### config.mk
export PLATFORM = sky130hd
export DESIGN_NAME = pps_sample_sync
export DESIGN_NICKNAME = d
export VERILOG_FILES = /design/src/rtl/pps_pkg.sv /design/src/rtl/pps_sample_sync.sv
export SDC_FILE = /design/constraint.sdc
export NUM_CORES = 1
export LEC_CHECK = 0
export ABC_AREA = 1
export ABC_CLOCK_PERIOD_IN_PS = 8200
export BUFFER_PORTS_ARGS = -buffer_cell sky130_fd_sc_hd__buf_2
export CAP_MARGIN = 20
export CORE_ASPECT_RATIO = 0.5
export CORE_UTILIZATION = 40
export DETAILED_ROUTE_END_ITERATION = 16
export PLACE_DENSITY = 0.69
export SYNTH_ARGS = -nofsm -noshare
export SYNTH_HDL_FRONTEND = slang
export SYNTH_SLANG_ARGS = --single-unit
### constraint.sdc
create_clock -name clk_sys -period 8.2 [get_ports clk_sys]
set_clock_uncertainty 0.2 [all_clocks]
set_input_delay 0.82 -clock clk_sys [delete_from_list [all_inputs] [get_ports clk_sys]]
set_output_delay 0.82 -clock clk_sys [all_outputs]
set_load 0.02 [all_outputs]
### src/rtl/pps_pkg.sv
package pps_pkg;
    // Register indices; the byte address is four times the index.
    localparam logic [5:0] IDX_SYNC_CTRL = 6'h10;
    localparam logic [5:0] IDX_FRONT_END = 6'h11;
    localparam logic [5:0] IDX_RATE_AVE = 6'h12;
    localparam logic [5:0] IDX_SLOT_CFG = 6'h20;

    localparam logic [7:0] SYNC_CTRL_RESET = 8'h00;
    localparam logic [7:0] FRONT_END_RESET = 8'h03;
    localparam logic [7:0] RATE_AVE_RESET = 8'h88;
    localparam logic [7:0] SLOT_CFG_RESET = 8'h01;

    localparam int SOFT_RESYNC_BIT = 4;

    // Sync-pin function codes.
    localparam logic [3:0] FN_MUX = 4'h0;
    localparam logic [3:0] FN_SAMPLE_TRIG = 4'h2;
    localparam logic [3:0] FN_EXPO_TRIG = 4'h6;
    localparam logic [3:0] FN_PIN_RESYNC = 4'h9;
    localparam logic [3:0] FN_SINGLE_SAMPLE = 4'hA;

    localparam logic [4:0] SR_DUAL_FIRST = 5'h06;
    localparam logic [4:0] SR_DUAL_LAST = 5'h09;
    localparam logic [19:0] OFFSET_SINGLE = 20'h02000;
    localparam logic [19:0] OFFSET_DUAL = 20'h01000;
    localparam logic [15:0] FULL_SCALE_BASE_NA = 16'h1000;
    // LSB weight in units of 0.5 fA: 7.8125 pA is 15625 units.
    localparam logic [16:0] LSB_BASE_HALF_FA = 17'h03D09;

    // Clocking: 10 MHz system clock, 32768 Hz sampling clock.
    localparam int SYS_CLK_HZ = 10000000;
    localparam int SAMPLE_CLK_HZ = 32768;
    localparam int CLK_PERIOD_NS = 100;

    // Exposure timing in ns.
    localparam int TINT0_NS = 14800;
    localparam int TINT1_NS = 29400;
    localparam int TINT2_NS = 58700;
    localparam int TINT3_NS = 117300;
    localparam int SETTLE_NS = 6000;
    localparam int PULSE_EXTRA_NS = 500;
    localparam int POWERUP_NS = 100000;
    localparam int TINT0_CYC = (TINT0_NS + CLK_PERIOD_NS - 1) / CLK_PERIOD_NS;
    localparam int TINT1_CYC = (TINT1_NS + CLK_PERIOD_NS - 1) / CLK_PERIOD_NS;
    localparam int TINT2_CYC = (TINT2_NS + CLK_PERIOD_NS - 1) / CLK_PERIOD_NS;
    localparam int TINT3_CYC = (TINT3_NS + CLK_PERIOD_NS - 1) / CLK_PERIOD_NS;
    localparam int SETTLE_CYC = (SETTLE_NS + CLK_PERIOD_NS - 1) / CLK_PERIOD_NS;
    localparam int EXTRA_CYC = (PULSE_EXTRA_NS + CLK_PERIOD_NS - 1) / CLK_PERIOD_NS;
    localparam int POWERUP_CYC = (POWERUP_NS + CLK_PERIOD_NS - 1) / CLK_PERIOD_NS;
    localparam logic [2:0] MAX_SLOTS = 3'h6;

    typedef struct packed {
        logic timestampPushEnable;
        logic dacTagEnable;
        logic spare;
        logic softwareResync;
        logic [3:0] syncFunction;
    } pps_sync_ctrl_t;

    typedef struct packed {
        logic ambientCancelOff;
        logic addDarkOffset;
        logic [1:0] spare;
        logic [1:0] adcRangeSelect;
        logic [1:0] integrationTimeCode;
    } pps_front_end_t;

    typedef struct packed {
        logic [4:0] sampleRateCode;
        logic [2:0] sampleAveraging;
    } pps_rate_ave_t;

    typedef struct packed {
        logic [3:0] spare;
        logic muxStatesUsed;
        logic [2:0] slotCount;
    } pps_slot_cfg_t;

    typedef enum logic [2:0] {
        ST_OFF,
        ST_WAIT,
        ST_POWERUP,
        ST_ARM,
        ST_EXPOSE,
        ST_PUSH
    } pps_state_t;
endpackage : pps_pkg

### src/rtl/pps_sample_sync.sv
`timescale 1ns/1ps
// Notes on behaviour
// - Writing one to software resync aborts the sample, restarts at once, self-clears.
// - Function 0000 drives the pin as mux control when mux states are used.
// - Function 0010 takes pin falls as sample triggers; exposures timed internally.
// - Function 0110 takes sample and exposure timing from the pin.
// - Function 1001 pin fall terminates the running sample and starts a new one.
// - Function 1010 pin fall powers up, runs one sample, pushes, then shuts down.
// - Dark offset adds 8192 counts in single-pulse rates, 4096 in dual-pulse rates.
// - ADC range doubles LSB from 7.8125 pA and full scale from 4096 nA.
// - Integration codes give 14.8 to 117.3 us; pulse adds settling plus 0.5 us.
// - Five-bit rate field in upper bits, reset 0x11, timed by 32768 Hz clock.
// - Unsupportable rates are replaced by the highest supportable one, also on readback.
// - Rate codes select single-pulse or dual-pulse rates as tabulated.
module pps_sample_sync
    import pps_pkg::*;
(
    input wire logic clk_sys, // System clock, 10 MHz.
    input wire logic nrst, // Asynchronous reset, active low.
    input wire logic [5:0] address, // Avalon word address.
    input wire logic read, // Avalon read.
    input wire logic write, // Avalon write.
    input wire logic [3:0] byteenable, // Avalon byte enables.
    input wire logic [31:0] writedata, // Avalon write data.
    output logic [31:0] readdata, // Avalon read data.
    output logic waitrequest, // Avalon wait request.
    input wire logic syncPinIn, // Sync pin level seen at the pad.
    output logic syncPinOut, // Sync pin drive level.
    output logic syncPinOe, // Sync pin output enable.
    input wire logic sensorValid, // Raw conversion strobe.
    input wire logic [18:0] sensorData, // Raw conversion result.
    output logic sensorOutValid, // Offset-corrected data strobe.
    output logic [19:0] sensorOut, // Offset-corrected data.
    output logic sampleStart, // Pulse at the start of each sample.
    output logic exposureActive, // High during an exposure.
    output logic [2:0] slotIndex, // Current sequence slot.
    output logic fifoPush, // Pulse when an averaged sample is pushed.
    output logic poweredOn, // Analog front end powered.
    output logic ambientCancelOff, // Ambient cancellation disabled.
    output logic timestampPushEnable, // Timestamp push enabled.
    output logic [15:0] fullScaleNa, // Full scale in nA.
    output logic [16:0] lsbWeight, // LSB weight in 0.5 fA units.
    output logic [10:0] integrationCycles, // Integration time in clocks.
    output logic [10:0] pulseCycles // LED pulse width in clocks.
);
    pps_sync_ctrl_t syncCtrl_reg;
    pps_front_end_t frontEnd_reg;
    pps_rate_ave_t rateAve_reg;
    pps_slot_cfg_t slotCfg_reg;
    pps_state_t state_reg;
    logic ack_reg;
    logic wrTake;
    logic [7:0] wrByte;
    logic syncMeta_reg, syncSync_reg, syncPrev_reg;
    logic pinFall, pinRise;
    logic [23:0] phase_reg;
    logic tick_reg;
    logic [12:0] tickCnt_reg;
    logic [15:0] expCnt_reg;
    logic [6:0] aveCnt_reg;
    logic [2:0] slots;
    logic [4:0] effRate, maxRate;
    logic dualPulse;
    logic resync, startInternal;

    function automatic logic [12:0] rateSps(input logic [4:0] code);
        case (code)
            5'h00, 5'h06: rateSps = 13'h0019;
            5'h01, 5'h07: rateSps = 13'h0032;
            5'h02, 5'h08: rateSps = 13'h0054;
            5'h03, 5'h09: rateSps = 13'h0064;
            5'h04: rateSps = 13'h00C8;
            5'h05: rateSps = 13'h0190;
            5'h0A: rateSps = 13'h0008;
            5'h0B: rateSps = 13'h0010;
            5'h0C: rateSps = 13'h0020;
            5'h0D: rateSps = 13'h0040;
            5'h0E: rateSps = 13'h0080;
            5'h0F: rateSps = 13'h0100;
            5'h10: rateSps = 13'h0200;
            5'h11: rateSps = 13'h0400;
            5'h12: rateSps = 13'h0800;
            5'h13: rateSps = 13'h1000;
            default: rateSps = 13'h1FFF;
        endcase
    endfunction : rateSps

    // Sampling-clock ticks per sample, rounded to the nearest tick.
    function automatic logic [12:0] periodTicks(input logic [4:0] code);
        case (code)
            5'h00, 5'h06: periodTicks = 13'h051F;
            5'h01, 5'h07: periodTicks = 13'h028F;
            5'h02, 5'h08: periodTicks = 13'h0186;
            5'h03, 5'h09: periodTicks = 13'h0148;
            5'h04: periodTicks = 13'h00A4;
            5'h05: periodTicks = 13'h0052;
            5'h0A: periodTicks = 13'h1000;
            5'h0B: periodTicks = 13'h0800;
            5'h0C: periodTicks = 13'h0400;
            5'h0D: periodTicks = 13'h0200;
            5'h0E: periodTicks = 13'h0100;
            5'h0F: periodTicks = 13'h0080;
            5'h10: periodTicks = 13'h0040;
            5'h11: periodTicks = 13'h0020;
            5'h12: periodTicks = 13'h0010;
            default: periodTicks = 13'h0008;
        endcase
    endfunction : periodTicks

    // Highest supportable rate code for pulse mode, exposures and integration time.
    function automatic logic [4:0] maxCode(input logic dual, input logic [2:0] n, input logic [1:0] t);
        logic [19:0] row;
        row = 20'h0;
        case ({dual, n})
            4'h1: row = {5'h11, 5'h12, 5'h12, 5'h13};
            4'h2: row = {5'h10, 5'h11, 5'h11, 5'h12};
            4'h3: row = {5'h10, 5'h10, 5'h11, 5'h11};
            4'h4: row = {5'h05, 5'h10, 5'h10, 5'h11};
            4'h5: row = {5'h0F, 5'h10, 5'h10, 5'h10};
            4'h6: row = {5'h0F, 5'h05, 5'h10, 5'h10};
            4'h9: row = {5'h09, 5'h09, 5'h09, 5'h09};
            4'hA: row = {5'h08, 5'h08, 5'h08, 5'h09};
            4'hB: row = {5'h07, 5'h07, 5'h07, 5'h07};
            default: row = {5'h06, 5'h06, 5'h06, 5'h06};
        endcase
        maxCode = row[5 * t +: 5];
    endfunction : maxCode

    assign slots = (slotCfg_reg.slotCount == 3'h0) ? 3'h1 :
        (slotCfg_reg.slotCount > MAX_SLOTS) ? MAX_SLOTS : slotCfg_reg.slotCount;
    assign dualPulse = (rateAve_reg.sampleRateCode >= SR_DUAL_FIRST) &&
        (rateAve_reg.sampleRateCode <= SR_DUAL_LAST);
    assign maxRate = maxCode(dualPulse, slots, frontEnd_reg.integrationTimeCode);
    assign effRate = (rateSps(rateAve_reg.sampleRateCode) > rateSps(maxRate)) ?
        maxRate : rateAve_reg.sampleRateCode;

    always_comb begin
        case (frontEnd_reg.integrationTimeCode)
            2'h0: integrationCycles = 11'(TINT0_CYC);
            2'h1: integrationCycles = 11'(TINT1_CYC);
            2'h2: integrationCycles = 11'(TINT2_CYC);
            default: integrationCycles = 11'(TINT3_CYC);
        endcase
    end
    assign pulseCycles = integrationCycles + 11'(SETTLE_CYC) + 11'(EXTRA_CYC);
    assign fullScaleNa = FULL_SCALE_BASE_NA << frontEnd_reg.adcRangeSelect;
    assign lsbWeight = LSB_BASE_HALF_FA << frontEnd_reg.adcRangeSelect;
    assign ambientCancelOff = frontEnd_reg.ambientCancelOff;
    assign timestampPushEnable = syncCtrl_reg.timestampPushEnable;

    // Avalon slave: one wait state, then the access completes.
    assign waitrequest = (read | write) & ~ack_reg;
    assign wrTake = write & ack_reg & byteenable[0];
    assign wrByte = writedata[7:0];

    always_ff @(posedge clk_sys or negedge nrst) begin
        if (!nrst) begin
            ack_reg <= 1'b0;
        end else begin
            ack_reg <= (read | write) & ~ack_reg;
        end
    end

    always_ff @(posedge clk_sys or negedge nrst) begin
        if (!nrst) begin
            readdata <= 32'h0000_0000;
        end else if (read & ~ack_reg) begin
            case (address)
                IDX_SYNC_CTRL: readdata <= {24'h0, syncCtrl_reg};
                IDX_FRONT_END: readdata <= {24'h0, frontEnd_reg};
                IDX_RATE_AVE: readdata <= {24'h0, effRate, rateAve_reg.sampleAveraging};
                IDX_SLOT_CFG: readdata <= {24'h0, slotCfg_reg};
                default: readdata <= 32'h0000_0000;
            endcase
        end
    end

    always_ff @(posedge clk_sys or negedge nrst) begin
        if (!nrst) begin
            syncCtrl_reg <= SYNC_CTRL_RESET;
            frontEnd_reg <= FRONT_END_RESET;
            rateAve_reg <= RATE_AVE_RESET;
            slotCfg_reg <= SLOT_CFG_RESET;
        end else begin
            // The resync bit lives one cycle, so only a read started right after the write can see it set.
            syncCtrl_reg.softwareResync <= 1'b0;
            if (wrTake) begin
                case (address)
                    IDX_SYNC_CTRL: syncCtrl_reg <= wrByte;
                    IDX_FRONT_END: frontEnd_reg <= wrByte;
                    IDX_RATE_AVE: rateAve_reg <= wrByte;
                    IDX_SLOT_CFG: slotCfg_reg <= wrByte;
                    default: ;
                endcase
            end
        end
    end

    // Pin synchroniser and edge detection.
    always_ff @(posedge clk_sys or negedge nrst) begin
        if (!nrst) begin
            syncMeta_reg <= 1'b1;
            syncSync_reg <= 1'b1;
            syncPrev_reg <= 1'b1;
        end else begin
            syncMeta_reg <= syncPinIn;
            syncSync_reg <= syncMeta_reg;
            syncPrev_reg <= syncSync_reg;
        end
    end
    assign pinFall = syncPrev_reg & ~syncSync_reg;
    assign pinRise = ~syncPrev_reg & syncSync_reg;

    // 32768 Hz sampling clock derived by phase accumulation.
    always_ff @(posedge clk_sys or negedge nrst) begin
        if (!nrst) begin
            phase_reg <= 24'h0;
            tick_reg <= 1'b0;
        end else if (phase_reg + 24'(SAMPLE_CLK_HZ) >= 24'(SYS_CLK_HZ)) begin
            phase_reg <= phase_reg + 24'(SAMPLE_CLK_HZ) - 24'(SYS_CLK_HZ);
            tick_reg <= 1'b1;
        end else begin
            phase_reg <= phase_reg + 24'(SAMPLE_CLK_HZ);
            tick_reg <= 1'b0;
        end
    end

    assign resync = syncCtrl_reg.softwareResync ||
        (syncCtrl_reg.syncFunction == FN_PIN_RESYNC && pinFall);

    always_ff @(posedge clk_sys or negedge nrst) begin
        if (!nrst) begin
            tickCnt_reg <= 13'h0;
        end else if (sampleStart) begin
            tickCnt_reg <= 13'h0;
        end else if (tick_reg) begin
            tickCnt_reg <= tickCnt_reg + 13'h1;
        end
    end

    always_comb begin
        case (syncCtrl_reg.syncFunction)
            FN_SAMPLE_TRIG: startInternal = pinFall;
            FN_EXPO_TRIG: startInternal = pinFall;
            FN_SINGLE_SAMPLE: startInternal = 1'b0;
            default: startInternal = tick_reg && (tickCnt_reg >= periodTicks(effRate) - 13'h1);
        endcase
    end

    // Sample sequencer.
    always_ff @(posedge clk_sys or negedge nrst) begin
        if (!nrst) begin
            state_reg <= ST_WAIT;
            expCnt_reg <= 16'h0;
            slotIndex <= 3'h0;
            sampleStart <= 1'b0;
            fifoPush <= 1'b0;
        end else begin
            sampleStart <= 1'b0;
            fifoPush <= 1'b0;
            if (resync) begin
                state_reg <= ST_EXPOSE;
                slotIndex <= 3'h0;
                expCnt_reg <= 16'h0;
                sampleStart <= 1'b1;
            end else begin
                case (state_reg)
                    ST_OFF: begin
                        if (syncCtrl_reg.syncFunction != FN_SINGLE_SAMPLE) begin
                            state_reg <= ST_WAIT;
                        end else if (pinFall) begin
                            state_reg <= ST_POWERUP;
                            expCnt_reg <= 16'h0;
                        end
                    end
                    ST_WAIT: begin
                        if (syncCtrl_reg.syncFunction == FN_SINGLE_SAMPLE) begin
                            state_reg <= ST_OFF;
                        end else if (startInternal) begin
                            state_reg <= ST_EXPOSE;
                            slotIndex <= 3'h0;
                            expCnt_reg <= 16'h0;
                            sampleStart <= 1'b1;
                        end
                    end
                    ST_POWERUP: begin
                        if (expCnt_reg >= 16'(POWERUP_CYC - 1)) begin
                            state_reg <= ST_EXPOSE;
                            slotIndex <= 3'h0;
                            expCnt_reg <= 16'h0;
                            sampleStart <= 1'b1;
                        end else begin
                            expCnt_reg <= expCnt_reg + 16'h1;
                        end
                    end
                    ST_ARM: begin
                        if (syncCtrl_reg.syncFunction != FN_EXPO_TRIG || pinFall) begin
                            state_reg <= ST_EXPOSE;
                            expCnt_reg <= 16'h0;
                        end
                    end
                    ST_EXPOSE: begin
                        expCnt_reg <= expCnt_reg + 16'h1;
                        if (syncCtrl_reg.syncFunction == FN_EXPO_TRIG ? pinRise :
                            expCnt_reg >= 16'(pulseCycles) - 16'h1) begin
                            if (slotIndex + 3'h1 >= slots) begin
                                state_reg <= ST_PUSH;
                            end else begin
                                slotIndex <= slotIndex + 3'h1;
                                state_reg <= ST_ARM;
                            end
                        end
                    end
                    ST_PUSH: begin
                        fifoPush <= (aveCnt_reg == 7'((8'h1 << rateAve_reg.sampleAveraging) - 8'h1));
                        slotIndex <= 3'h0;
                        state_reg <= (syncCtrl_reg.syncFunction == FN_SINGLE_SAMPLE) ? ST_OFF : ST_WAIT;
                    end
                    default: state_reg <= ST_WAIT;
                endcase
            end
        end
    end

    always_ff @(posedge clk_sys or negedge nrst) begin
        if (!nrst) begin
            aveCnt_reg <= 7'h0;
        end else if (resync) begin
            aveCnt_reg <= 7'h0;
        end else if (state_reg == ST_PUSH) begin
            aveCnt_reg <= fifoPushNext() ? 7'h0 : aveCnt_reg + 7'h1;
        end
    end

    function automatic logic fifoPushNext();
        fifoPushNext = (aveCnt_reg >= 7'((8'h1 << rateAve_reg.sampleAveraging) - 8'h1));
    endfunction : fifoPushNext

    assign exposureActive = (state_reg == ST_EXPOSE);
    assign poweredOn = (state_reg != ST_OFF);
    assign syncPinOe = (syncCtrl_reg.syncFunction == FN_MUX) && slotCfg_reg.muxStatesUsed;
    assign syncPinOut = syncPinOe && exposureActive;

    always_ff @(posedge clk_sys or negedge nrst) begin
        if (!nrst) begin
            sensorOut <= 20'h0;
            sensorOutValid <= 1'b0;
        end else begin
            sensorOutValid <= sensorValid;
            if (sensorValid) begin
                sensorOut <= {1'b0, sensorData} +
                    (frontEnd_reg.addDarkOffset ? (dualPulse ? OFFSET_DUAL : OFFSET_SINGLE) : 20'h0);
            end
        end
    end
endmodule : pps_sample_sync

# Word-level counts from Yosys, hierarchy flattened
# Memories as Yosys holds them, arrays and structs flattened.
# Index checks and enable logic that the tools add are counted.
[op_classes]
mul = 1
div_mod_pow = 0
n_lt_le_gt_ge = 10
bitwise_logic = 10
reduce_logical = 25
add_sub_neg = 12
n_mux = 52
eq_ne = 28
shift = 4
[op_table]
columns = ["cell", "n"]
rows = [
  ["2-to-1 mux 16 bit", 7],
  ["case mux 16 bit (5 select lines)", 1],
  ["2-to-1 mux 3 bit", 17],
  ["2-to-1 mux 13 bit", 3],
  ["case mux 11 bit (3 select lines)", 1],
  ["case mux 8 bit (4 select lines)", 1],
  ["2-to-1 mux 14 bit", 2],
  ["adder 24 x 16 -> 24 bit, second input constant", 1],
  [">= comparator 24 bit, second input constant", 1],
  ["2-to-1 mux 24 bit", 1],
  ["subtractor 24 bit, second input constant", 1],
  ["2-to-1 mux 7 bit", 3],
  ["inequality test 3 bit, second input constant", 7],
  ["adder 19 x 14 -> 20 bit", 1],
  ["indexed part select 20 x 6 -> 5 bit", 1],
  ["== test 6 x 5 -> 1 bit, second input constant", 3],
  ["case mux 3 bit (6 select lines)", 1],
  ["<< shifter 14 x 2 -> 17 bit, first input constant", 1],
  ["adder 16 x 1 -> 16 bit, second input constant", 1],
  [">= comparator 16 x 10 -> 1 bit, second input constant", 1],
  [">= comparator 16 bit", 1],
  ["<< shifter 13 x 2 -> 16 bit, first input constant", 1],
  ["2-to-1 mux 5 bit", 3],
  ["adder 13 x 1 -> 13 bit, second input constant", 1],
  ["49 further kinds", 81],
]
[word_totals]
reg_bits = 158
wordCells = 177
mem_bits_rw = 0
romBits = 1568
out_inout_bits = 120
input_bits = 67
n_memories = 4
latch_bits = 0
[mem_list]
columns = ["memory", "depth", "word_bits", "rd", "rd_ports_with_merged_regs", "write_ports", "line", "rtl"]
rows = [
  ["(no name shown)", 32, 13, 1, 0, 0, "pps_sample_sync.sv:90", "case (code)"],
  ["(no name shown)", 32, 13, 1, 0, 0, "pps_sample_sync.sv:67", "case (code)"],
  ["(no name shown)", 32, 13, 1, 0, 0, "pps_sample_sync.sv:67", ""],
  ["(no name shown)", 16, 20, 1, 0, 0, "pps_sample_sync.sv:114", "case ({dual, n})"],
]

# Longest topological paths before layout
# Gate-level depths: netlist of the first run.
# An unclocked memory read counts as a cell.
[depth]
ltp_word = 18
ltp_mapped = 56
mapped_depth_nobuf = 55

# Least setup slack after synthesis of the first run
# OpenSTA, ideal clock, no wires.
[synth_timing]
path_type = "register to register"
start = "register rateAve_reg[3] in the netlist's numbering"
end = "register expCnt_reg[13]"
synth_period_minus_slack_ps = 7159
n_path_buf = 2
required_time_ps = 7860
stages_incl_launch_ff = 49
path_slack_ps = 1041
arrival_ps = 6819
setup_time_ps = 140
path_cell_list = "dfstp_2 inv_1 ha_1 nand2_2 nand2_2 inv_2 nor2_8 nand2_4 buf_6 a21oi_1 a31o_2 o21ai_0 inv_1 ha_1 or2_2 nor2_1 nor2_1 o31ai_1 [... 13 more ...] ha_1 inv_1 nor2_2 nand2_2 inv_2 nand3_1 nand2_1 ha_1 nand2_1 nor4_1 o21ai_0 nand2_1 o21ai_0 nand3_1 o211ai_1 nand2_1 clkbuf_1 o32ai_1"
[synth_via]
elab_chain_cells = 15
word_cells_on_any_way = 17
cone_classes = "add/sub: 1; order compare: 4; eq/ne: 1; shift: 1; mux: 3; reduce/logical: 3; memory: 4"
[synth_rtl]
columns = ["item", "line", "rtl"]
rows = [
  ["start: declaration", "pps_sample_sync.sv:48", "pps_rate_ave_t rateAve_reg;"],
  ["start signal: assignment", "pps_sample_sync.sv:191", "IDX_RATE_AVE: rateAve_reg <= wrByte;"],
  [">= comparator 5 x 3 -> 1 bit or <= comparator 5 x 4 -> 1 bit (tied branches)", "pps_sample_sync.sv:131, pps_sample_sync.sv:132", ""],
  ["logical AND 1 bit", "pps_sample_sync.sv:131", "assign dualPulse = (rateAve_reg.sampleRateCode >= SR_DUAL_FIRST) &&"],
  ["memory (16 x 20 bit)", "n/a", ""],
  ["indexed part select 20 x 6 -> 5 bit", "pps_sample_sync.sv:126", "maxCode = row[5 * t +: 5];"],
  ["memory (32 x 13 bit)", "n/a", ""],
  ["> comparator 13 bit", "pps_sample_sync.sv:134", "assign effRate = (rateSps(rateAve_reg.sampleRateCode) > rateSps(maxRate)) ?"],
  ["2-to-1 mux 5 bit *", "pps_sample_sync.sv:134", ""],
  ["memory (32 x 13 bit) *", "n/a", ""],
  ["2-to-1 mux 13 bit *", "pps_sample_sync.sv:242", "case (syncCtrl_reg.syncFunction)"],
  ["subtractor 13 x 1 -> 13 bit *", "pps_sample_sync.sv:246", "default: startInternal = tick_reg && (tickCnt_reg >= periodTicks(effRate) - 13'h1);"],
  [">= comparator 13 bit *", "pps_sample_sync.sv:246", ""],
  ["logical AND 1 bit *", "pps_sample_sync.sv:246", ""],
  ["case mux 1 bit (2 select lines) *", "pps_sample_sync.sv:242", ""],
  ["inequality test 3 bit (no line) *", "n/a", ""],
  ["AND reduction 6 bit (no line) *", "n/a", ""],
  ["end signal: assignment", "pps_sample_sync.sv:293", "expCnt_reg <= expCnt_reg + 16'h1;"],
  ["end signal: assignment", "pps_sample_sync.sv:303", "expCnt_reg <= expCnt_reg + 16'h1;"],
  ["end: declaration", "pps_sample_sync.sv:59", "logic [15:0] expCnt_reg;"],
]
# Mark *: on every way between the ends. The rest lies on a longest branch, timed or not. The select of a mux whose other input is x is not followed.
# A chain may end at the register's enable or synchronous reset.

# Worst setup path after layout of the first run
[layout_timing]
start = "register rateAve_reg[3] in the netlist's numbering"
end = "register expCnt_reg[9]"
# Same word-level chain as after synthesis.

==> results of run 1 <==
-- power by group through the flow --
| stage | Sequential (mW) | Clock [mW] | Combinational, mW |
|---|---|---|---|
| final | 0.702 | 0.757 | 0.999 |
| after global routing | 0.707 | 0.801 | 1.15 |
| after CTS | 0.701 | 0.772 | 0.977 |
| after detailed placement | 0.712 | 0 | 0.972 |
| after global placement | 0.711 | 0 | 0.962 |
| after floorplan | 0.719 | 0 | 0.752 |
-- cell families (layout without fill, tap and decap cells) --
family                   count (synthesis)  in the layout
adder cells (fa/ha/maj)                 97             97
buffers and inverters                  258            343
flip-flops                             127            127
XOR/XNOR                                35             35
AND/OR/NAND/NOR                        611            611
other                                    2             39
AO/OA/AOI/OAI                          215            215
-- placed cells by master, fill, tap and decap left out, types with 6 or more instances in the layout --
master,instances
clkbuf_16,17
a21o_1,6
nor2_1,119
o211ai_1,9
nor2_2,11
nand2_1,318
conb_1,39
nand2_4,8
buf_4,10
buf_2,120
o21ai_0,86
xor2_1,28
nand2_2,16
dfstp_2,9
nand3_1,65
xnor2_1,7
o22ai_1,14
dfrtp_1,117
inv_1,161
inv_2,15
nand4_1,19
a21oi_1,52
ha_1,95
nor3_1,23
-- repair_timing --
action,4_1_cts,5_1_grt
gates resized for setup,0,18
hold endpoints to repair,0,0
endpoints found under the setup margin,0,23
setup buffers,0,2
-- through the flow --
step                util, %  hold WS (ns)  cell area, um2
floorplan                 -         0.145           10100
global placement       44.0         0.148           10700
detailed placement     44.0         0.149           10700
CTS                    46.5         0.157           11300
global route           46.7         0.160           11300
finish                 46.7         0.156           11300
-- metal layers --
| layer | global-route usage, % | vias up |
|---|---|---|
| li1 | - | 4522 |
| met1 | 23.9 | 4008 |
| met2 | 30.7 | 150 |
| met3 | 2.50 | 23 |
| met4 | 4.76 | 0 |
| met5 | 0 | - |
-- worst max-delay path, delay by kind of cell, from the launching register on --
kind | cells | cell delay [ns]
compound gates | 8 | 0.99
fa+ha+maj | 5 | 1.41
buf+inv | 7 | 0.88
flops | 1 | 0.59
simple gates | 30 | 3.24
-- worst paths after layout --
kind / slack [ns] / start / cells after the start / to
setup / recovery: 0.80 / rateAve_reg[3] / 50 / expCnt_reg[9]
hold / removal: 0.16 / nrst / 1 / tickCnt_reg[10]
setup reg to reg: 0.80 / rateAve_reg[3] / 50 / expCnt_reg[9]
hold reg to reg: 0.16 / syncMeta_reg / 0 / syncSync_reg
max in group asynchronous: 6.38 / nrst / 2 / expCnt_reg[9]
min in group clk_sys: 0.16 / syncMeta_reg / 0 / syncSync_reg
-- layout make-up --
type,instances,area (um2)
timing repair buffer,132,694
clock buffer,21,450
sequential,127,3190
clock inverter,11,140
tap,336,420
inverter,179,679
multi-input combinational,997,5750
fill,2426,12900
==> summary.md, run 1 <==
| Metric | Value |
|---|---|
| Post-synthesis compound-gate area fraction | `12.6%` |
| Worst-path clk slew | `0.06 ns` |
| Slowest CP cell | `dfstp_2` |
| Crit path required time | `8.34 ns` |
| Clock power share | `30.8%` |
| Peak supply drop | `0.131 mV` |
| Synth Area per Inst | `roughly 7.4 um2` |
| Cts hold-fix bufs | `0` |
| Switching Share | `39.4%` |
| CTS max path bufs | `2` |
| Die X | `between 200 and 250 um` |
| Area share of and/or/nand/nor cells after synthesis | `27.8%` |
| Core Region | `approximately 24000 um2` |
| Post-synthesis sequential area ratio | `around a third` |
| Max FFs per register | `20` |
| Ys async rst share | `between 90% and 100%` |
| TritonCTS buffer count | `17` |
| Status | `finished, final reports clean` |
| P_leak | `around 5.8 nW` |
| Max-slew violations | `0` |
| Final worst setup slack | `0.801 ns` |
| CP Capture Type | `flop` |
| Largest family of logic cells by synthesized area | `simple AND/OR/NAND/NOR gates` |
| RSZ-0062 raised after global routing | `false` |
| NetSw | `0.969 mW` |
| Root buf cell | `clkbuf_16` |
| Layout cells sized above 1 | `17.4%` |
| Detailed-route DRC error count | `0` |
| Power Total | `approximately 2.5 mW` |
| Die height | `114 um` |
| Clk_lat worst skew | `0.41 ns` |
| Number of distinct library cells after synthesis | `59` |
| Worst hold path class | `input pin to asynchronous set/reset pin` |
| Placed cell count | `around 1800` |
| Maxcap violations | `0` |
| CTS tree | `built` |
| Pint | `1.49 mW` |
| Synthesized cell area | `9980 um2` |
| Mux share of post-synthesis cell area | `0%` |
| Count leader, synth | `nand2_1` |
| Initial Util | `41.2%` |
| Initial antenna violation count | `0` |
| Largest net degree at the start of global routing | `between 60 and 70` |
| Crit path top cell by count | `nand2_1` |
| Synth cell count leaders | `nand2_1, inv_1, nor2_1, dfrtp_1, ha_1` |
| I/O pins | `187` |
| Met2 Routed Length | `11.0 mm` |
| Fin. Hold Viols | `0` |
| Final ANT Viol Nets | `0` |
| Setup TNS | `0 ns` |
| Leading area contributor after synthesis | `dfrtp_1` |
| Final worst path period need | `7.40 ns` |
| Number of global-route vias before repair | `7824` |
| Critical path data arrival time | `about 7.5 ns` |
| CP Class | `flop to flop` |
| YS warnings | `0` |
| Area grow syn2layout | `13.4%` |
| Yosys top cell area share | `about 30%` |
| Overflow after GRT | `0` |
| Met3 wire len | `667 um` |
| Ranking of synthesized cells by area | `dfrtp_1, nand2_1, ha_1` |
| Vias | `8703` |
| # rows | `40` |
| Post-DP HPWL | `17.5 mm` |
| WL per Instance | `12.5 um` |
| Nets@finish | `between 1500 and 2000` |
| Fin cells | `about 1800` |
| Post-Synth Adder-Cell Area | `12.2%` |
| Pwr per Cell Area | `217 nW/um2` |
| Routed wire length | `22.5 mm` |
| Pre-CTS worst setup slack | `0.367 ns` |
| Combinational fraction of design power | `40.7%` |
| Vias per cell | `slightly below 5` |
| Port bufs | `approximately 120` |
| Slew HR | `43.5%` |
| FF+latch count, synth | `127` |
| Max incr delay on CP | `0.59 ns` |
| Maximum clock rate | `135 MHz` |
| Routability Congestion | `0.939` |
| Dominant synthesized flop cell | `dfrtp_1` |
| Reg power frac | `between 20% and 30%` |
| Gr usage total | `18.0%` |
| Cells after Synth | `between 1000 and 1500` |
| First-pass GRT wire length | `37.4 mm` |
| Synth Area in XOR/XNOR | `3.07%` |
| Crit path launch type | `flop` |
| H-tree levels | `4` |
| Initial detailed-routing violation count | `609` |
| DR pass1 iterations | `5` |
| Top Metal Used | `met4` |
| Endpoints failing setup | `0` |
| CTS sink count | `127` |
| M1 WL | `10.6 mm` |
| Final Cycle Share | `90.2%` |
| Post-synth EDFFs | `0` |
| Die area | `25600 um2` |
| Slew @ Worst Pin | `0.847 ns` |
| Number of diodes | `0` |
| Crit Path Max Fanout | `16` |
Note: power is estimated with default switching activity, not from simulation.
==> run 2, diff against run 1 <==
ABC_AREA = unset   (was 1)
==> run 2 against run 1 <==
Effect of this change:
- maximum frequency is 9.0% lower
- sequential cell count stayed put
- worst hold slack better by 0.013 ns
- first-iteration DRC count is 7.9% lower
- utilization is 3.9 points higher
- final cell count is 11% lower
- critical path depth is 6 lower
- sequential power is 4.3% higher
- setup slack worse by 0.73 ns
- synthesized cell count is 19% lower
- combinational power is 42% higher
==> summary.md, run 2 <==
| Metric | Value |
|---|---|
| Ys async rst share | `100%` |
| Die X | `223 um` |
| Detailed-route DRC error count | `0` |
| Die area | `25100 um2` |
| Endpoints failing setup | `0` |
| Final Cycle Share | `99.2%` |
| Number of global-route vias before repair | `about 8000` |
| Final worst path period need | `8.13 ns` |
| Multi-input logic area | `6440 um2` |
| Worst hold path class | `flop to flop` |
| Ranking of synthesized cells by area | `dfrtp_1, ha_1, mux2_2` |
| Fin. Hold Viols | `0` |
| Leading area contributor after synthesis | `dfrtp_1` |
| Reg-to-Reg End | `state_reg[1]` |
| Max FFs per register | `20` |
| Root buf cell | `clkbuf_16` |
| Number of distinct library cells after synthesis | `89` |
| Port bufs | `121` |
| Core Region | `24000 um2` |
| First-pass GRT wire length | `approximately 40 mm` |
| R2r setup slk | `0.07 ns` |
| Reg area | `3190 um2` |
| P_leak | `5.73 nW` |
| Synthesized cell area | `9790 um2` |
| Most frequent cells in the layout | `buf_2, dfrtp_1, nor2_1, buf_4, ha_1` |
| Yosys top cell area share | `between 30% and 40%` |
| TritonCTS buffer count | `17` |
| CTS max path bufs | `2` |
| Layout cells sized above 1 | `31.7%` |
| Nets@finish | `1435` |
| Cts hold-fix bufs | `0` |
| Crit path required time | `8.31 ns` |
| Max-slew violations | `0` |
| Peak supply drop | `0.110 mV` |
| Hold depth | `0` |
| Hold worst-path end | `syncSync_reg` |
| # rows | `40` |
| FF+latch count, synth | `127` |
| Pwr per Cell Area | `238 nW/um2` |
| Number of diodes | `0` |
| Post-DP HPWL | `18.7 mm` |
| CP Class | `flop to flop` |
| FF-to-FF Start | `rateAve_reg[3]` |
| H-tree levels | `4` |
| Area grow syn2layout | `24.4%` |
| Dpl cell area | `10900 um2` |
| Most common cell after layout, fill and taps aside | `buf_2` |
| Power Total | `2.90 mW` |
| Initial Util | `40.7%` |
| Initial antenna violation count | `0` |
| Cells after Synth | `between 1000 and 1500` |
| RSZ-0062 raised after global routing | `true` |
| Initial detailed-routing violation count | `561` |
| Vias per cell | `5.38` |
| Crit path top cell by count | `buf_4` |
| Worst-path clk slew | `approximately 0.060 ns` |
| Largest net degree at the start of global routing | `just over 70` |
| FF-to-FF path depth | `44` |
| HP Start | `syncMeta_reg` |
| Synth cell count leaders | `dfrtp_1, nor2_1, ha_1, nand2_1, o21ai_0` |
| Crit path launch type | `flop` |
| Crit Path Max Fanout | `4` |
| Routability Congestion | `about 0.91` |
| Clk_lat worst skew | `0.43 ns` |
| Dominant synthesized flop cell | `dfrtp_1` |
| DR pass1 iterations | `7` |
| Maxcap violations | `0` |
| Layout fillers | `roughly 2200` |
| Overflow after GRT | `0` |
| Count leader, synth | `dfrtp_1` |
| Slew @ Worst Pin | `1.02 ns` |
| Max incr delay on CP | `0.59 ns` |
| YS warnings | `0` |
| Critical path data arrival time | `8.24 ns` |
| Slowest CP cell | `dfstp_2` |
| WL per Instance | `roughly 16 um` |
| Final ANT Viol Nets | `0` |
| Die height | `113 um` |
| Gr usage total | `19.8%` |
| CTS tree | `built` |
| Routed wire length | `25.4 mm` |
| CTS sink count | `127` |
| Post-synthesis sequential area ratio | `around 33%` |
| Synth Area per Inst | `8.94 um2` |
| Post-synth EDFFs | `0` |
| Vias | `8601` |
| CP Capture Type | `flop` |
| Final instance area | `12200 um2` |
| I/O pins | `between 150 and 200` |
| Status | `finished, final reports clean` |
| Slew HR | `between 30% and 40%` |
| Maximum clock rate | `123 MHz` |
[run 2: changes by cell type after synthesis, sizes merged, moves of 14 or more]
cell,before,now
nand2,344,87
inv,179,51
mux2,0,52
nand3,72,28
nor2,132,103
and3,4,26
a211oi,3,22
clkbuf,14,30
nand2b,0,14
[run 2: power by group]
group | total, mW | switching (mW) | internal (mW)
Sequential | 0.732 | 0.0612 | 0.671
Combinational | 1.42 | 0.756 | 0.659
Clock | 0.749 | 0.312 | 0.437
Total | 2.90 | 1.13 | 1.77
[run 2: cell type report]
type                       instances  share of cell area [%]
multi-input combinational        856                    52.9
clock inverter                    14                    1.23
timing repair buffer             216                    11.2
tap                              315                    3.24
inverter                          53                    1.63
clock buffer                      18                    3.61
sequential                       127                    26.2
[run 2: cells by family after synthesis]
kind of cell | synth area share, %
fa+ha+maj | 12.5
buf+inv | 8.03
xor+xnor | 4.83
other cells | 0.0767
flops | 32.6
simple gates | 17.2
mux | 6.88
compound gates | 18.0
[run 2: metrics by stage]
step                setup slack (ns)  hold slack [ns]  setup TNS (ns)  util (%)  cells
detailed placement            -0.326            0.157           -4.36      45.5   1545
global placement              -0.203            0.158           -2.39      45.5   1545
global route                  -0.267            0.176           -3.64      50.7   1599
finish                        0.0690            0.169               0      50.7   1599
CTS                          0.00749            0.166               0      48.5   1582
floorplan                    0.00215            0.145               0         -   1131
[run 2: worst max-delay path by stage]
stage	depth (start not counted)	start	to
finish	44	rateAve_reg[3]	state_reg[1]
global route	44	rateAve_reg[3]	state_reg[1]
CTS	38	rateAve_reg[3]	slotIndex[0]
detailed placement	38	rateAve_reg[3]	expCnt_reg[12]
global placement	40	rateAve_reg[3]	expCnt_reg[7]
floorplan	40	rateAve_reg[4]	slotIndex[0]
[run 2: timing repair]
| action | 4_1_cts | 5_1_grt |
|---|---|---|
| endpoints found under the setup margin | 21 | 22 |
| setup buffers | 5 | 16 |
| gates cloned | 0 | 1 |
| pin swaps | 7 | 59 |
| gates resized for setup | 20 | 91 |
[run 2: layer usage]
metal | vias to the layer above | share of wire [%] | GRT usage (%)
met5 | - | 0 | 0
met4 | 0 | 1.5 | 5.43
met3 | 27 | 4.0 | 3.69
met2 | 207 | 50 | 33.8
met1 | 4221 | 44 | 25.6
li1 | 4146 | - | -
[run 2: worst max-delay path, delay by kind of cell (launching register included)]
family / cells / cell delay, ns
AO/OA/AOI/OAI: 18 / 3.13
buffers and inverters: 9 / 1.33
adder cells (fa/ha/maj): 5 / 1.16
AND/OR/NAND/NOR: 10 / 1.14
flip-flops: 1 / 0.59
multiplexers: 1 / 0.29
XOR/XNOR: 1 / 0.15
==> run 3, diff against run 2 <==
ABC_CLOCK_PERIOD_IN_PS = 7050   (was 8200)
PLACE_DENSITY = 0.71   (was 0.69)
clock period = 7.05 ns   (was 8.2 ns; I/O delays follow)
==> run 3 against run 2 <==
Effect of this change:
- the flow now finishes with violations (setup timing)
- die area stayed put
- final cell count rose by 2.3%
- worst hold slack got worse by 0.014 ns
- setup slack got worse by 0.70 ns
- first-iteration DRC count grew 21%
- non-clock buffer count rose by 36
- total power is 21% higher
- clock-buffer cell count is the same
- maximum frequency up 5.8%
- combinational power up 22%
- critical path depth is 7 lower
==> summary.md, run 3 (synthesis results as in run 2) <==
| Metric | Value |
|---|---|
| Final hold slack | `0.155 ns` |
| R2r setup slk | `-0.63 ns` |
| Gr usage total | `20.2%` |
| Worst Setup SP | `rateAve_reg[3]` |
| Die area | `25100 um2` |
| Status | `complete, but fails checks` |
| CTS max path bufs | `2` |
| Initial detailed-routing violation count | `roughly 700` |
| Die X | `~220 um` |
| Number of global-route vias before repair | `~8400` |
| Worst-path clk slew | `0.06 ns` |
| Vias per cell | `5.35` |
| RSZ-0062 raised after global routing | `true` |
| Layout cells sized above 1 | `34.2%` |
| Pwr per Cell Area | `279 nW/um2` |
| Final Cycle Share | `109%` |
| CP Class | `flop to flop` |
| Final worst setup slack | `-0.632 ns` |
| Slew @ Worst Pin | `1.05 ns` |
| Overflow after GRT | `0` |
| CP endpoint | `slotIndex[0]` |
| Maxcap violations | `0` |
| Max incr delay on CP | `between 0.5 and 0.6 ns` |
| Core Region | `24000 um2` |
| Final worst path period need | `7.68 ns` |
| Reg area | `between 3000 and 4000 um2` |
| Placed cell count | `about 1600` |
| CTS sink count | `127` |
| Number of diodes | `0` |
| Layout fillers | `2091` |
| P_leak | `5.94 nW` |
| Multi-input logic area | `between 6000 and 7000 um2` |
| FF-to-FF Start | `rateAve_reg[3]` |
| Final instance area | `~13000 um2` |
| Max-slew violations | `0` |
| Area grow syn2layout | `28.1%` |
| DR pass1 iterations | `5` |
| H-tree levels | `4` |
| Routability Congestion | `just under 0.9` |
| Failing checks | `setup timing` |
| Final ANT Viol Nets | `0` |
| Detailed-route DRC error count | `0` |
| Peak supply drop | `0.188 mV` |
| Routed wire length | `25.4 mm` |
| FF-to-FF path depth | `37` |
| Crit path required time | `7.15 ns` |
| Instance count on the critical path | `37` |
| TritonCTS buffer count | `17` |
| Worst hold path class | `input pin to asynchronous set/reset pin` |
| Crit Path Max Fanout | `5` |
| CP Buf/Inv Count | `5` |
| Most common cell after layout, fill and taps aside | `buf_4` |
| Vias | `8748` |
| Clk_lat worst skew | `around 0.42 ns` |
| Post-DP HPWL | `between 15 and 20 mm` |
| Slew HR | `28.9%` |
| Endpoints failing setup | `23` |
| Top delay family on crit path | `compound AO/OA/AOI/OAI gates` |
| Fin. Hold Viols | `0` |
| Initial antenna violation count | `0` |
| CTS tree | `built` |
| Die height | `around 110 um` |
| WL per Instance | `15.5 um` |
| Most frequent cells in the layout | `buf_4, buf_2, dfrtp_1, nor2_1, nand2_1` |
| Nets@finish | `1471` |
| Crit path launch type | `flop` |
| CP Capture Type | `flop` |
| Fin cells | `1635` |
| Critical path data arrival time | `~8 ns` |
| Largest net degree at the start of global routing | `66` |
| Maximum clock rate | `roughly 130 MHz` |
| Final Util | `a little over half` |
| # rows | `40` |
| Slowest CP cell | `dfstp_2` |
| Max FFs per register | `20` |
| Port bufs | `121` |
| Setup TNS | `-12.17 ns` |
| Reg-to-Reg End | `slotIndex[0]` |
| Root buf cell | `clkbuf_16` |
| First-pass GRT wire length | `just over 40 mm` |
| I/O pins | `around 190` |
| Initial Util | `40.7%` |
| Dpl cell area | `11400 um2` |
[run 3: cell types whose count changed in the layout (fill, tap and decap cells not counted), sizes merged]
| cell | before | now |
|---|---|---|
| buf | 215 | 251 |
| bufinv | 1 | 3 |
| clkinv | 6 | 7 |
| inv | 59 | 56 |
[run 3: stage by stage]
stage / power (mW) / worst slack, ns
after floorplan: 1.80 / -0.593
after global placement: 2.25 / -0.865
after detailed placement: 2.28 / -1.05
after CTS: 3.37 / -0.593
after global routing: 3.70 / -0.945
final: 3.49 / -0.632
[run 3: power breakdown]
part	switching (mW)	internal, mW	leakage (nW)
clock network	0.345	0.572	0.304
registers	0.0701	0.780	1.67
logic	0.886	0.840	3.97
[run 3: timing repair]
action	in CTS	in global routing
hold buffers	0	0
setup endpoints to repair	23	23
setup buffers	17	10
resized for setup	63	39
pin swaps	49	45
[run 3: worst min-delay path by stage]
| stage | from | end | slack, ns | cells after the start |
|---|---|---|---|---|
| finish | nrst | tickCnt_reg[1] | 0.16 | 1 |
| global placement | syncMeta_reg | syncSync_reg | 0.15 | 0 |
| global route | syncMeta_reg | syncSync_reg | 0.16 | 0 |
| detailed placement | syncMeta_reg | syncSync_reg | 0.15 | 0 |
| CTS | syncMeta_reg | syncSync_reg | 0.16 | 0 |
| floorplan | syncMeta_reg | syncSync_reg | 0.15 | 0 |
[run 3: area by class of cell]
| type | instances | share of cell area (%) |
|---|---|---|
| flip-flops and latches | 127 | 25.4 |
| multi-input cells | 856 | 51.9 |
| clock buffers | 18 | 3.50 |
| well taps | 315 | 3.14 |
| clock inverters | 14 | 1.44 |
| inverters | 53 | 1.67 |
| repair buffers | 252 | 12.9 |
[run 3: worst register-to-register path, delay by kind of cell (launching register included)]
kind,cells,cell delay (ns)
xor+xnor,1,0.13
flops,1,0.59
simple gates,8,1.05
fa+ha+maj,5,1.06
mux,1,0.32
compound gates,17,3.54
buf+inv,5,0.68
[run 3: layer usage]
layer / part of all wire [%] / global-route usage [%] / vias up
li1: - / - / 4235
met1: 43 / 24.9 / 4236
met2: 51 / 36.4 / 243
met3: 3.8 / 2.67 / 34
met4: 1.7 / 6.85 / 0
met5: 0 / 0 / -
